$ cat src/rtcca_pkg.sv
`default_nettype none
package rtcca_pkg;
  // register bus shape
  localparam int unsigned DATA_W = 16;
  localparam int unsigned ADDR_W = 4;
  // register offsets
  localparam logic [3:0] OFS_CAL = 4'h0;
  localparam logic [3:0] OFS_ALM_CFG = 4'h1;
  localparam logic [3:0] OFS_ALM_V0 = 4'h2;
  localparam logic [3:0] OFS_ALM_V1 = 4'h3;
  localparam logic [3:0] OFS_ALM_V2 = 4'h4;
  localparam logic [3:0] OFS_IRQ_STAT = 4'h5;
  localparam logic [3:0] OFS_IRQ_CLR = 4'h6;
  localparam logic [3:0] OFS_IRQ_EN = 4'h7;
  // calibration register fields
  localparam int unsigned TRIM_W = 8;
  localparam int unsigned TIMER_ON_BIT = 15;
  localparam int unsigned WINDOW_BIT = 12;
  localparam int unsigned CORR_W = 10;
  // alarm configuration fields
  localparam int unsigned ALM_EN_BIT = 15;
  localparam int unsigned ENDLESS_BIT = 14;
  localparam int unsigned MASK_HI = 13;
  localparam int unsigned MASK_LO = 10;
  localparam int unsigned RPT_W = 8;
  localparam logic [7:0] RPT_ZERO = 8'h00;
  localparam logic [7:0] RPT_WRAP = 8'hff;
  // timebase: 32768 crystal pulses per second
  localparam int unsigned PRE_W = 15;
  localparam logic [14:0] PRE_HALF = 15'h3fff;
  localparam logic [14:0] PRE_TOP = 15'h7fff;
  localparam logic [14:0] WINDOW_START = 15'h7fe0;
  localparam int unsigned SEC_W = 6;
  localparam logic [5:0] SEC_TOP = 6'h3b;
  // interrupt sources
  localparam int unsigned IRQ_W = 3;
  localparam int unsigned IRQ_ALARM = 0;
  localparam int unsigned IRQ_SEC = 1;
  localparam int unsigned IRQ_TRIM = 2;
  // calendar digits: sec1 sec10 min1 min10 hr1 hr10 wday day1 day10 mon1 mon10
  localparam int unsigned DIG_N = 11;
  localparam int unsigned CAL_W = 44;
  // mask codes, half second up to one year
  localparam logic [3:0] MASK_HALF = 4'h0;
  localparam logic [3:0] MASK_MAX = 4'h9;
  // digits that must match for each mask code
  localparam logic [10:0] MASK_DIGITS [16] = '{
    11'h000, 11'h000, 11'h001, 11'h003, 11'h007, 11'h00f, 11'h03f, 11'h07f,
    11'h1bf, 11'h7bf, 11'h000, 11'h000, 11'h000, 11'h000, 11'h000, 11'h000};
endpackage
`default_nettype wire

$ cat src/rtcca_top.sv
`timescale 1ns/1ps
`default_nettype none
module rtcca_top (
  input wire logic core_clk_in,
  input wire logic reset_n_in,
  input wire logic crystal_clk_in,
  input wire logic [3:0] reg_addr_in,
  input wire logic [15:0] reg_wdata_in,
  input wire logic reg_write_in,
  input wire logic reg_read_in,
  input wire logic [43:0] calendar_value_in,
  output logic [15:0] reg_rdata_out,
  output logic half_second_pulse_out,
  output logic seconds_pulse_out,
  output logic alarm_pulse_out,
  output logic irq_out
);
  // released reset copy
  logic [1:0] rst_sync;
  logic rst_n;
  // crystal sampling, first stage feeds second only
  logic [2:0] xtal_sync;
  logic tick;
  // calibration state
  logic timer_on, next_timer_on;
  logic [7:0] trim, next_trim;
  logic [7:0] trim_abs;
  logic [9:0] trim_x4;
  // timebase state
  logic [14:0] pre, next_pre;
  logic [9:0] stall, next_stall;
  logic [5:0] sec, next_sec;
  logic sec_p, next_sec_p;
  logic half_p, next_half_p;
  logic min_p, next_min_p;
  logic window;
  // alarm state
  logic alm_en, next_alm_en;
  logic endless, next_endless;
  logic [3:0] mask, next_mask;
  logic [7:0] rpt, next_rpt;
  logic [43:0] cmp, next_cmp;
  logic alm_pulse, next_alm_pulse;
  logic half_d, sec_d;
  logic [10:0] dig_eq;
  logic match, eval, alarm_event;
  // interrupt state
  logic [2:0] irq_stat, next_irq_stat;
  logic [2:0] irq_en, next_irq_en;
  logic [2:0] irq_ev;
  logic [15:0] next_rdata;
  // write decodes
  logic wr_cal, wr_cfg, wr_v0, wr_v1, wr_v2, wr_clr, wr_ien;

  assign wr_cal = reg_write_in && (reg_addr_in == rtcca_pkg::OFS_CAL);
  assign wr_cfg = reg_write_in && (reg_addr_in == rtcca_pkg::OFS_ALM_CFG);
  assign wr_v0 = reg_write_in && (reg_addr_in == rtcca_pkg::OFS_ALM_V0);
  assign wr_v1 = reg_write_in && (reg_addr_in == rtcca_pkg::OFS_ALM_V1);
  assign wr_v2 = reg_write_in && (reg_addr_in == rtcca_pkg::OFS_ALM_V2);
  assign wr_clr = reg_write_in && (reg_addr_in == rtcca_pkg::OFS_IRQ_CLR);
  assign wr_ien = reg_write_in && (reg_addr_in == rtcca_pkg::OFS_IRQ_EN);

  // reset release through two flops
  always_ff @(posedge core_clk_in or negedge reset_n_in)
  begin
    if (!reset_n_in)
      rst_sync <= '0;
    else
      rst_sync <= {rst_sync[0], 1'b1};
  end
  assign rst_n = rst_sync[1];

  // crystal pin synchroniser plus edge stage
  always_ff @(posedge core_clk_in or negedge rst_n)
  begin
    if (!rst_n)
      xtal_sync <= '0;
    else
      xtal_sync <= {xtal_sync[1:0], crystal_clk_in};
  end
  // one crystal pulse per rising edge
  assign tick = xtal_sync[1] & ~xtal_sync[2];

  // trim magnitude scaled by four
  assign trim_abs = trim[rtcca_pkg::TRIM_W-1] ? (~trim + 8'h01) : trim;
  assign trim_x4 = {trim_abs, 2'b00};
  // near seconds rollover the calendar is about to change
  assign window = (pre >= rtcca_pkg::WINDOW_START);

  // timebase next state with minute correction
  always_comb
  begin
    next_timer_on = timer_on;
    next_trim = trim;
    next_pre = pre;
    next_stall = stall;
    next_sec = sec;
    next_sec_p = 1'b0;
    next_half_p = 1'b0;
    next_min_p = 1'b0;
    if (wr_cal)
    begin
      next_timer_on = reg_wdata_in[rtcca_pkg::TIMER_ON_BIT];
      next_trim = reg_wdata_in[rtcca_pkg::TRIM_W-1:0];
    end
    if (timer_on && tick)
    begin
      if (stall != '0)
        next_stall = stall - 10'h001;
      else if (pre == rtcca_pkg::PRE_HALF)
      begin
        next_pre = pre + 15'h0001;
        next_half_p = 1'b1;
      end
      else if (pre == rtcca_pkg::PRE_TOP)
      begin
        next_sec_p = 1'b1;
        next_half_p = 1'b1;
        if (sec == rtcca_pkg::SEC_TOP)
        begin
          // minute boundary: apply trim
          next_sec = '0;
          next_min_p = 1'b1;
          if (trim[rtcca_pkg::TRIM_W-1])
          begin
            next_pre = '0;
            next_stall = trim_x4;
          end
          else
            next_pre = {5'h00, trim_x4};
        end
        else
        begin
          next_sec = sec + 6'h01;
          next_pre = '0;
        end
      end
      else
        next_pre = pre + 15'h0001;
    end
  end

  // timebase registers
  always_ff @(posedge core_clk_in or negedge rst_n)
  begin
    if (!rst_n)
    begin
      timer_on <= 1'b0;
      trim <= '0;
      pre <= '0;
      stall <= '0;
      sec <= '0;
      sec_p <= 1'b0;
      half_p <= 1'b0;
      min_p <= 1'b0;
    end
    else
    begin
      timer_on <= next_timer_on;
      trim <= next_trim;
      pre <= next_pre;
      stall <= next_stall;
      sec <= next_sec;
      sec_p <= next_sec_p;
      half_p <= next_half_p;
      min_p <= next_min_p;
    end
  end

  // per digit compare against the calendar
  genvar gi;
  generate
    for (gi = 0; gi < rtcca_pkg::DIG_N; gi++)
    begin : g_dig
      assign dig_eq[gi] = (cmp[gi*4 +: 4] == calendar_value_in[gi*4 +: 4]);
    end
  endgenerate
  // selected digits all equal, reserved codes never match
  assign match = (mask <= rtcca_pkg::MASK_MAX) &&
                 (&(dig_eq | ~rtcca_pkg::MASK_DIGITS[mask]));
  // evaluate one cycle after the calendar steps
  assign eval = (mask == rtcca_pkg::MASK_HALF) ? half_d : sec_d;
  assign alarm_event = alm_en && eval && match;

  // alarm next state, software write wins
  always_comb
  begin
    next_alm_en = alm_en;
    next_endless = endless;
    next_mask = mask;
    next_rpt = rpt;
    next_cmp = cmp;
    next_alm_pulse = alm_pulse;
    if (alarm_event)
    begin
      next_alm_pulse = ~alm_pulse;
      if (rpt != rtcca_pkg::RPT_ZERO)
        next_rpt = rpt - 8'h01;
      else if (endless)
        next_rpt = rtcca_pkg::RPT_WRAP;
      else
        next_alm_en = 1'b0;
    end
    if (wr_cfg)
    begin
      next_alm_en = reg_wdata_in[rtcca_pkg::ALM_EN_BIT];
      next_endless = reg_wdata_in[rtcca_pkg::ENDLESS_BIT];
      next_mask = reg_wdata_in[rtcca_pkg::MASK_HI:rtcca_pkg::MASK_LO];
      next_rpt = reg_wdata_in[rtcca_pkg::RPT_W-1:0];
    end
    // compare value words
    if (wr_v0)
      next_cmp[15:0] = reg_wdata_in;
    if (wr_v1)
      next_cmp[31:16] = reg_wdata_in;
    if (wr_v2)
      next_cmp[43:32] = reg_wdata_in[11:0];
  end

  // alarm registers
  always_ff @(posedge core_clk_in or negedge rst_n)
  begin
    if (!rst_n)
    begin
      alm_en <= 1'b0;
      endless <= 1'b0;
      mask <= '0;
      rpt <= '0;
      cmp <= '0;
      alm_pulse <= 1'b0;
      half_d <= 1'b0;
      sec_d <= 1'b0;
    end
    else
    begin
      alm_en <= next_alm_en;
      endless <= next_endless;
      mask <= next_mask;
      rpt <= next_rpt;
      cmp <= next_cmp;
      alm_pulse <= next_alm_pulse;
      half_d <= half_p;
      sec_d <= sec_p;
    end
  end

  // sticky status, set wins over clear; readback mux
  assign irq_ev = {min_p, sec_p, alarm_event};
  always_comb
  begin
    next_irq_en = irq_en;
    next_irq_stat = irq_stat & ~(wr_clr ? reg_wdata_in[2:0] : 3'h0);
    next_irq_stat = next_irq_stat | irq_ev;
    if (wr_ien)
      next_irq_en = reg_wdata_in[2:0];
    next_rdata = '0;
    if (reg_read_in)
    begin
      unique case (reg_addr_in)
        rtcca_pkg::OFS_CAL:
        begin
          next_rdata[rtcca_pkg::TRIM_W-1:0] = trim;
          next_rdata[rtcca_pkg::WINDOW_BIT] = window;
          next_rdata[rtcca_pkg::TIMER_ON_BIT] = timer_on;
        end
        rtcca_pkg::OFS_ALM_CFG:
        begin
          next_rdata[rtcca_pkg::RPT_W-1:0] = rpt;
          next_rdata[rtcca_pkg::MASK_HI:rtcca_pkg::MASK_LO] = mask;
          next_rdata[rtcca_pkg::ENDLESS_BIT] = endless;
          next_rdata[rtcca_pkg::ALM_EN_BIT] = alm_en;
        end
        rtcca_pkg::OFS_ALM_V0: next_rdata = cmp[15:0];
        rtcca_pkg::OFS_ALM_V1: next_rdata = cmp[31:16];
        rtcca_pkg::OFS_ALM_V2: next_rdata[11:0] = cmp[43:32];
        rtcca_pkg::OFS_IRQ_STAT: next_rdata[2:0] = irq_stat;
        rtcca_pkg::OFS_IRQ_EN: next_rdata[2:0] = irq_en;
        default: next_rdata = '0; // unmapped and clear register read zero
      endcase
    end
  end

  // interrupt and read data registers
  always_ff @(posedge core_clk_in or negedge rst_n)
  begin
    if (!rst_n)
    begin
      irq_stat <= '0;
      irq_en <= '0;
      reg_rdata_out <= '0;
    end
    else
    begin
      irq_stat <= next_irq_stat;
      irq_en <= next_irq_en;
      reg_rdata_out <= next_rdata;
    end
  end

  assign irq_out = |(irq_stat & irq_en);
  assign half_second_pulse_out = half_p;
  assign seconds_pulse_out = sec_p;
  assign alarm_pulse_out = alm_pulse;
endmodule
`default_nettype wire

$ cat config.mk
export PLATFORM = sky130hd
export DESIGN_NAME = rtcca_top
export DESIGN_NICKNAME = d
export VERILOG_FILES = /design/src/rtcca_pkg.sv /design/src/rtcca_top.sv
export SDC_FILE = /design/constraint.sdc
export NUM_CORES = 1
export LEC_CHECK = 0
export ABC_AREA = 0
export BUFFER_PORTS_ARGS = -buffer_cell sky130_fd_sc_hd__clkbuf_2
export CORE_UTILIZATION = 45
export CTS_CLUSTER_DIAMETER = 50
export DETAILED_ROUTE_END_ITERATION = 8
export PLACE_DENSITY = 0.63
export SYNTH_ARGS = -nofsm -noshare
export SYNTH_HDL_FRONTEND = slang
export SYNTH_SLANG_ARGS = --single-unit
$ cat constraint.sdc
create_clock -name core_clk_in -period 4.2 [get_ports core_clk_in]
set_clock_uncertainty 0.15 [all_clocks]
set_input_delay 0.84 -clock core_clk_in [delete_from_list [all_inputs] [get_ports core_clk_in]]
set_output_delay 0.84 -clock core_clk_in [all_outputs]
set_load 0.1 [all_outputs]
==> flow_summary.yaml <==
routing:
  drt-initial-drc-count: 420
  via_per_inst: 5.75
  wl_met3_um: 933
  wl_per_cell_um: 19.1
  met2_length_um: 8330
  routed.top_layer: "met4"
  ant_nets: 0
  drc: 2
  wl_met1_um: 7930
  wl_um: 17600
  dr.pass1.iters: 7
  vias: 5307
cells_and_area:
  nets: 803
  area_growth_syn_to_layout_pct: 18.9
  ff_latch_area_mm2: 0.00328
  fin_util_pct: 55.4
  layout-drive-gt1-share_pct: 29.4
  antenna_cells: 0
  multi_input_area_mm2: 0.00339
  n_fill_cell: 1269
timing:
  timing.final.ws_setup_ps: 1010
  fin_crit_sh_pct: 75.9
  slew_violations: 0
  worst_pin_slew_ps: 1150
  relSlewSlack_pct: 23.5
  finalSetupTns_ps: 0
  setup_violations: 0
  finalHoldViolations: 0
  fmax_mhz: 314
  whs_ps: 45.0
  rsz0062_at_grt: "false"
  finalCriticalPeriod_ps: 3190
setup_path:
  worst-setup-path-type: "flop to flop"
  cp.arrival_ps: 3310
  ff2ff_setup_slack_ps: 1010
  max_stage_delay_ps: 610
  crit_top_cell: "nor2_1"
  endpoint: "sec[5]$_DFFE_PN0P_"
  timing.rr.start: "stall[0]$_DFFE_PN0P_"
  ff2ff_path_depth: 9
  crit_start: "stall[0]$_DFFE_PN0P_"
  cp.required_ps: 4320
  path_cells: "inv_1, ha_1, nor4b_2, nand3b_1, or2_1, nor2_1, nand4_1, xor2_1, nor2_1"
  slowest_stage: "nor2_1"
  end_kind: "flop"
  cp-start-kind: "flop"
  timing.rr.end: "sec[5]$_DFFE_PN0P_"
  cp_max_fo: 12
pwr:
  power.density_mw_per_mm2: 545
  p_leak_uw: 0.00373
  ir_worst_vdd_uv: 361
global_routing:
  grt_pass1_vias: 5343
  grt_remaining_overflow: 0
  grt_pass1_wl_um: 28500
  track_usage_pct: 23.9
  antenna_found_initial: 0
  grt_start_max_net_pins: 88
placement:
  dp_hpwl_um: 12600
  dpl_worst_slack_ps: 876
  io_buffers: 88
  gp_congestion: 0.917
yosys:
  synthTopCellsByArea: "dfrtp_1, mux2_2, xnor2_1"
  ys_types: 66
  syn_inst: 638
  syn_area_mm2: 0.00685
  yosys_warnings: 0
  ys_ff_latch: 131
  yosysTopAreaCellShare_pct: 47.8
  seq_area_frac_synth_pct: 47.8
  synthTopCellsByCount: "dfrtp_1, nand2_1, mux2_2, nor2_1, xnor2_1"
  yosysMostFrequentCell: "dfrtp_1"
  synth_edf_count: 0
  yosysTopAreaCell: "dfrtp_1"
  async_reset_ff_share_pct: 100
  avgSynthCellArea_um2: 10.7
  syn_nets: 714
  ys.flop_type: "dfrtp_1"
clock_tree:
  numCtsBuffers: 17
  insertion_delay_ps: 420
  htree_levels: 4
  tritoncts: "done"
  clk_pin_slew_ps: 50
  postCtsHoldBufs: 0
  ctsResizeCount: 0
  clk_path_buf_depth: 2
  ctsRootBufferMaster: "clkbuf_16"
  post-cts-setup-buffer-count: 0
  clock-sinks: 131
die:
  dieHeight_um: 125
  die-area_mm2: 0.0157
  rows: 44
  start_util_pct: 46.6
  io_pins: 89
  fp.dieW_um: 125
  coreArea_mm2: 0.0147
outcome:
  status: "complete, but fails checks"
  violations: "DRC"
hold_path:
  hold_class: "input pin to async pin"
run:
  cap_violations: 0
==> final cells by class <==
type | count | area share (%)
clock buffer | 21 | 5.65
clock inverter | 10 | 2.79
inverter | 16 | 0.737
multi-input combinational | 465 | 41.6
sequential | 131 | 40.3
tap | 184 | 2.83
timing repair buffer | 96 | 6.14
==> registers in the layout, indices dropped and copies added (netlist names) <==
signal / count
sec: 6
half_d: 1
irq_stat: 3
half_second_pulse_out: 1
reg_rdata_out: 16
trim: 8
rst_sync: 2
cmp: 44
alm_en: 1
timer_on: 1
alarm_pulse_out: 1
xtal_sync: 3
seconds_pulse_out: 1
pre: 15
sec_d: 1
irq_en: 3
rpt: 8
endless: 1
mask: 4
stall: 10
min_p: 1
==> metrics by stage <==
step | cells | power (µW) | instance area (µm²)
after CTS | 923 | 4470 | 8150
after global placement | 892 | 2680 | 7460
final | 923 | 4440 | 8150
after global routing | 923 | 4660 | 8150
after detailed placement | 892 | 2710 | 7460
after floorplan | 638 | 2440 | 6850
==> metal layers <==
metal | track usage, % | vias up
met1 | 31.8 | 2669
met2 | 37.7 | 147
met4 | 8.90 | 0
met5 | 0 | -
met3 | 5.86 | 30
li1 | - | 2461
==> worst min-delay path by stage <==
stage / end
CTS: rst_sync[1]$_DFF_PN0_
global route: rst_sync[0]$_DFF_PN0_
floorplan: rst_sync[1]$_DFF_PN0_
detailed placement: xtal_sync[1]$_DFF_PN0_
global placement: rst_sync[1]$_DFF_PN0_
finish: rst_sync[1]$_DFF_PN0_
==> where the power goes <==
group          switching [µW]  total (µW)  internal (µW)
logic                     493         936            444
clock network             542        1740           1200
registers                 283        1770           1480
total                    1320        4440           3130
==> cells in the final DEF (no fill, tap or decap), types with 5 or more instances in the layout <==
master     Yosys  final
a21o_1         6      6
a21oi_1       30     30
a222oi_1       6      6
and3_1         6      6
buf_4          2      8
bufinv_16      0      7
clkbuf_16      0     17
clkbuf_2       1     88
dfrtp_1      131    130
ha_1           7      7
inv_1         16     16
mux2_2        68     68
mux2i_1       14     14
nand2_1       74     74
nand3_1       12     12
nand4_1       13     13
nor2_1        42     42
nor3_1         9      9
nor4_1         6      5
o21ai_0       23     23
o21ai_1        5      5
o22ai_1        5      5
or3_1          5      5
xnor2_1       32     32
xor2_1        28     28
==> cells by family after synthesis <==
group                    Yosys count  synth area share (%)
AND/OR/NAND/NOR                  204                  15.2
flip-flops                       131                  47.8
AO/OA/AOI/OAI                    107                  10.6
multiplexers                      86                  14.5
XOR/XNOR                          60                  7.67
buffers and inverters             42                  2.81
adder cells (fa/ha/maj)            7                  1.28
other                              1                0.0547
==> critical path: cells and delay by family, from the launching register on <==
kind / cells / cell delay (ps)
xor gates and xnor gates: 1 / 160
adders and majority gates: 1 / 170
buffers and inverters: 1 / 80
DFF: 1 / 400
and+or+nand+nor: 6 / 2080
Power figures use the tool's default switching activity.
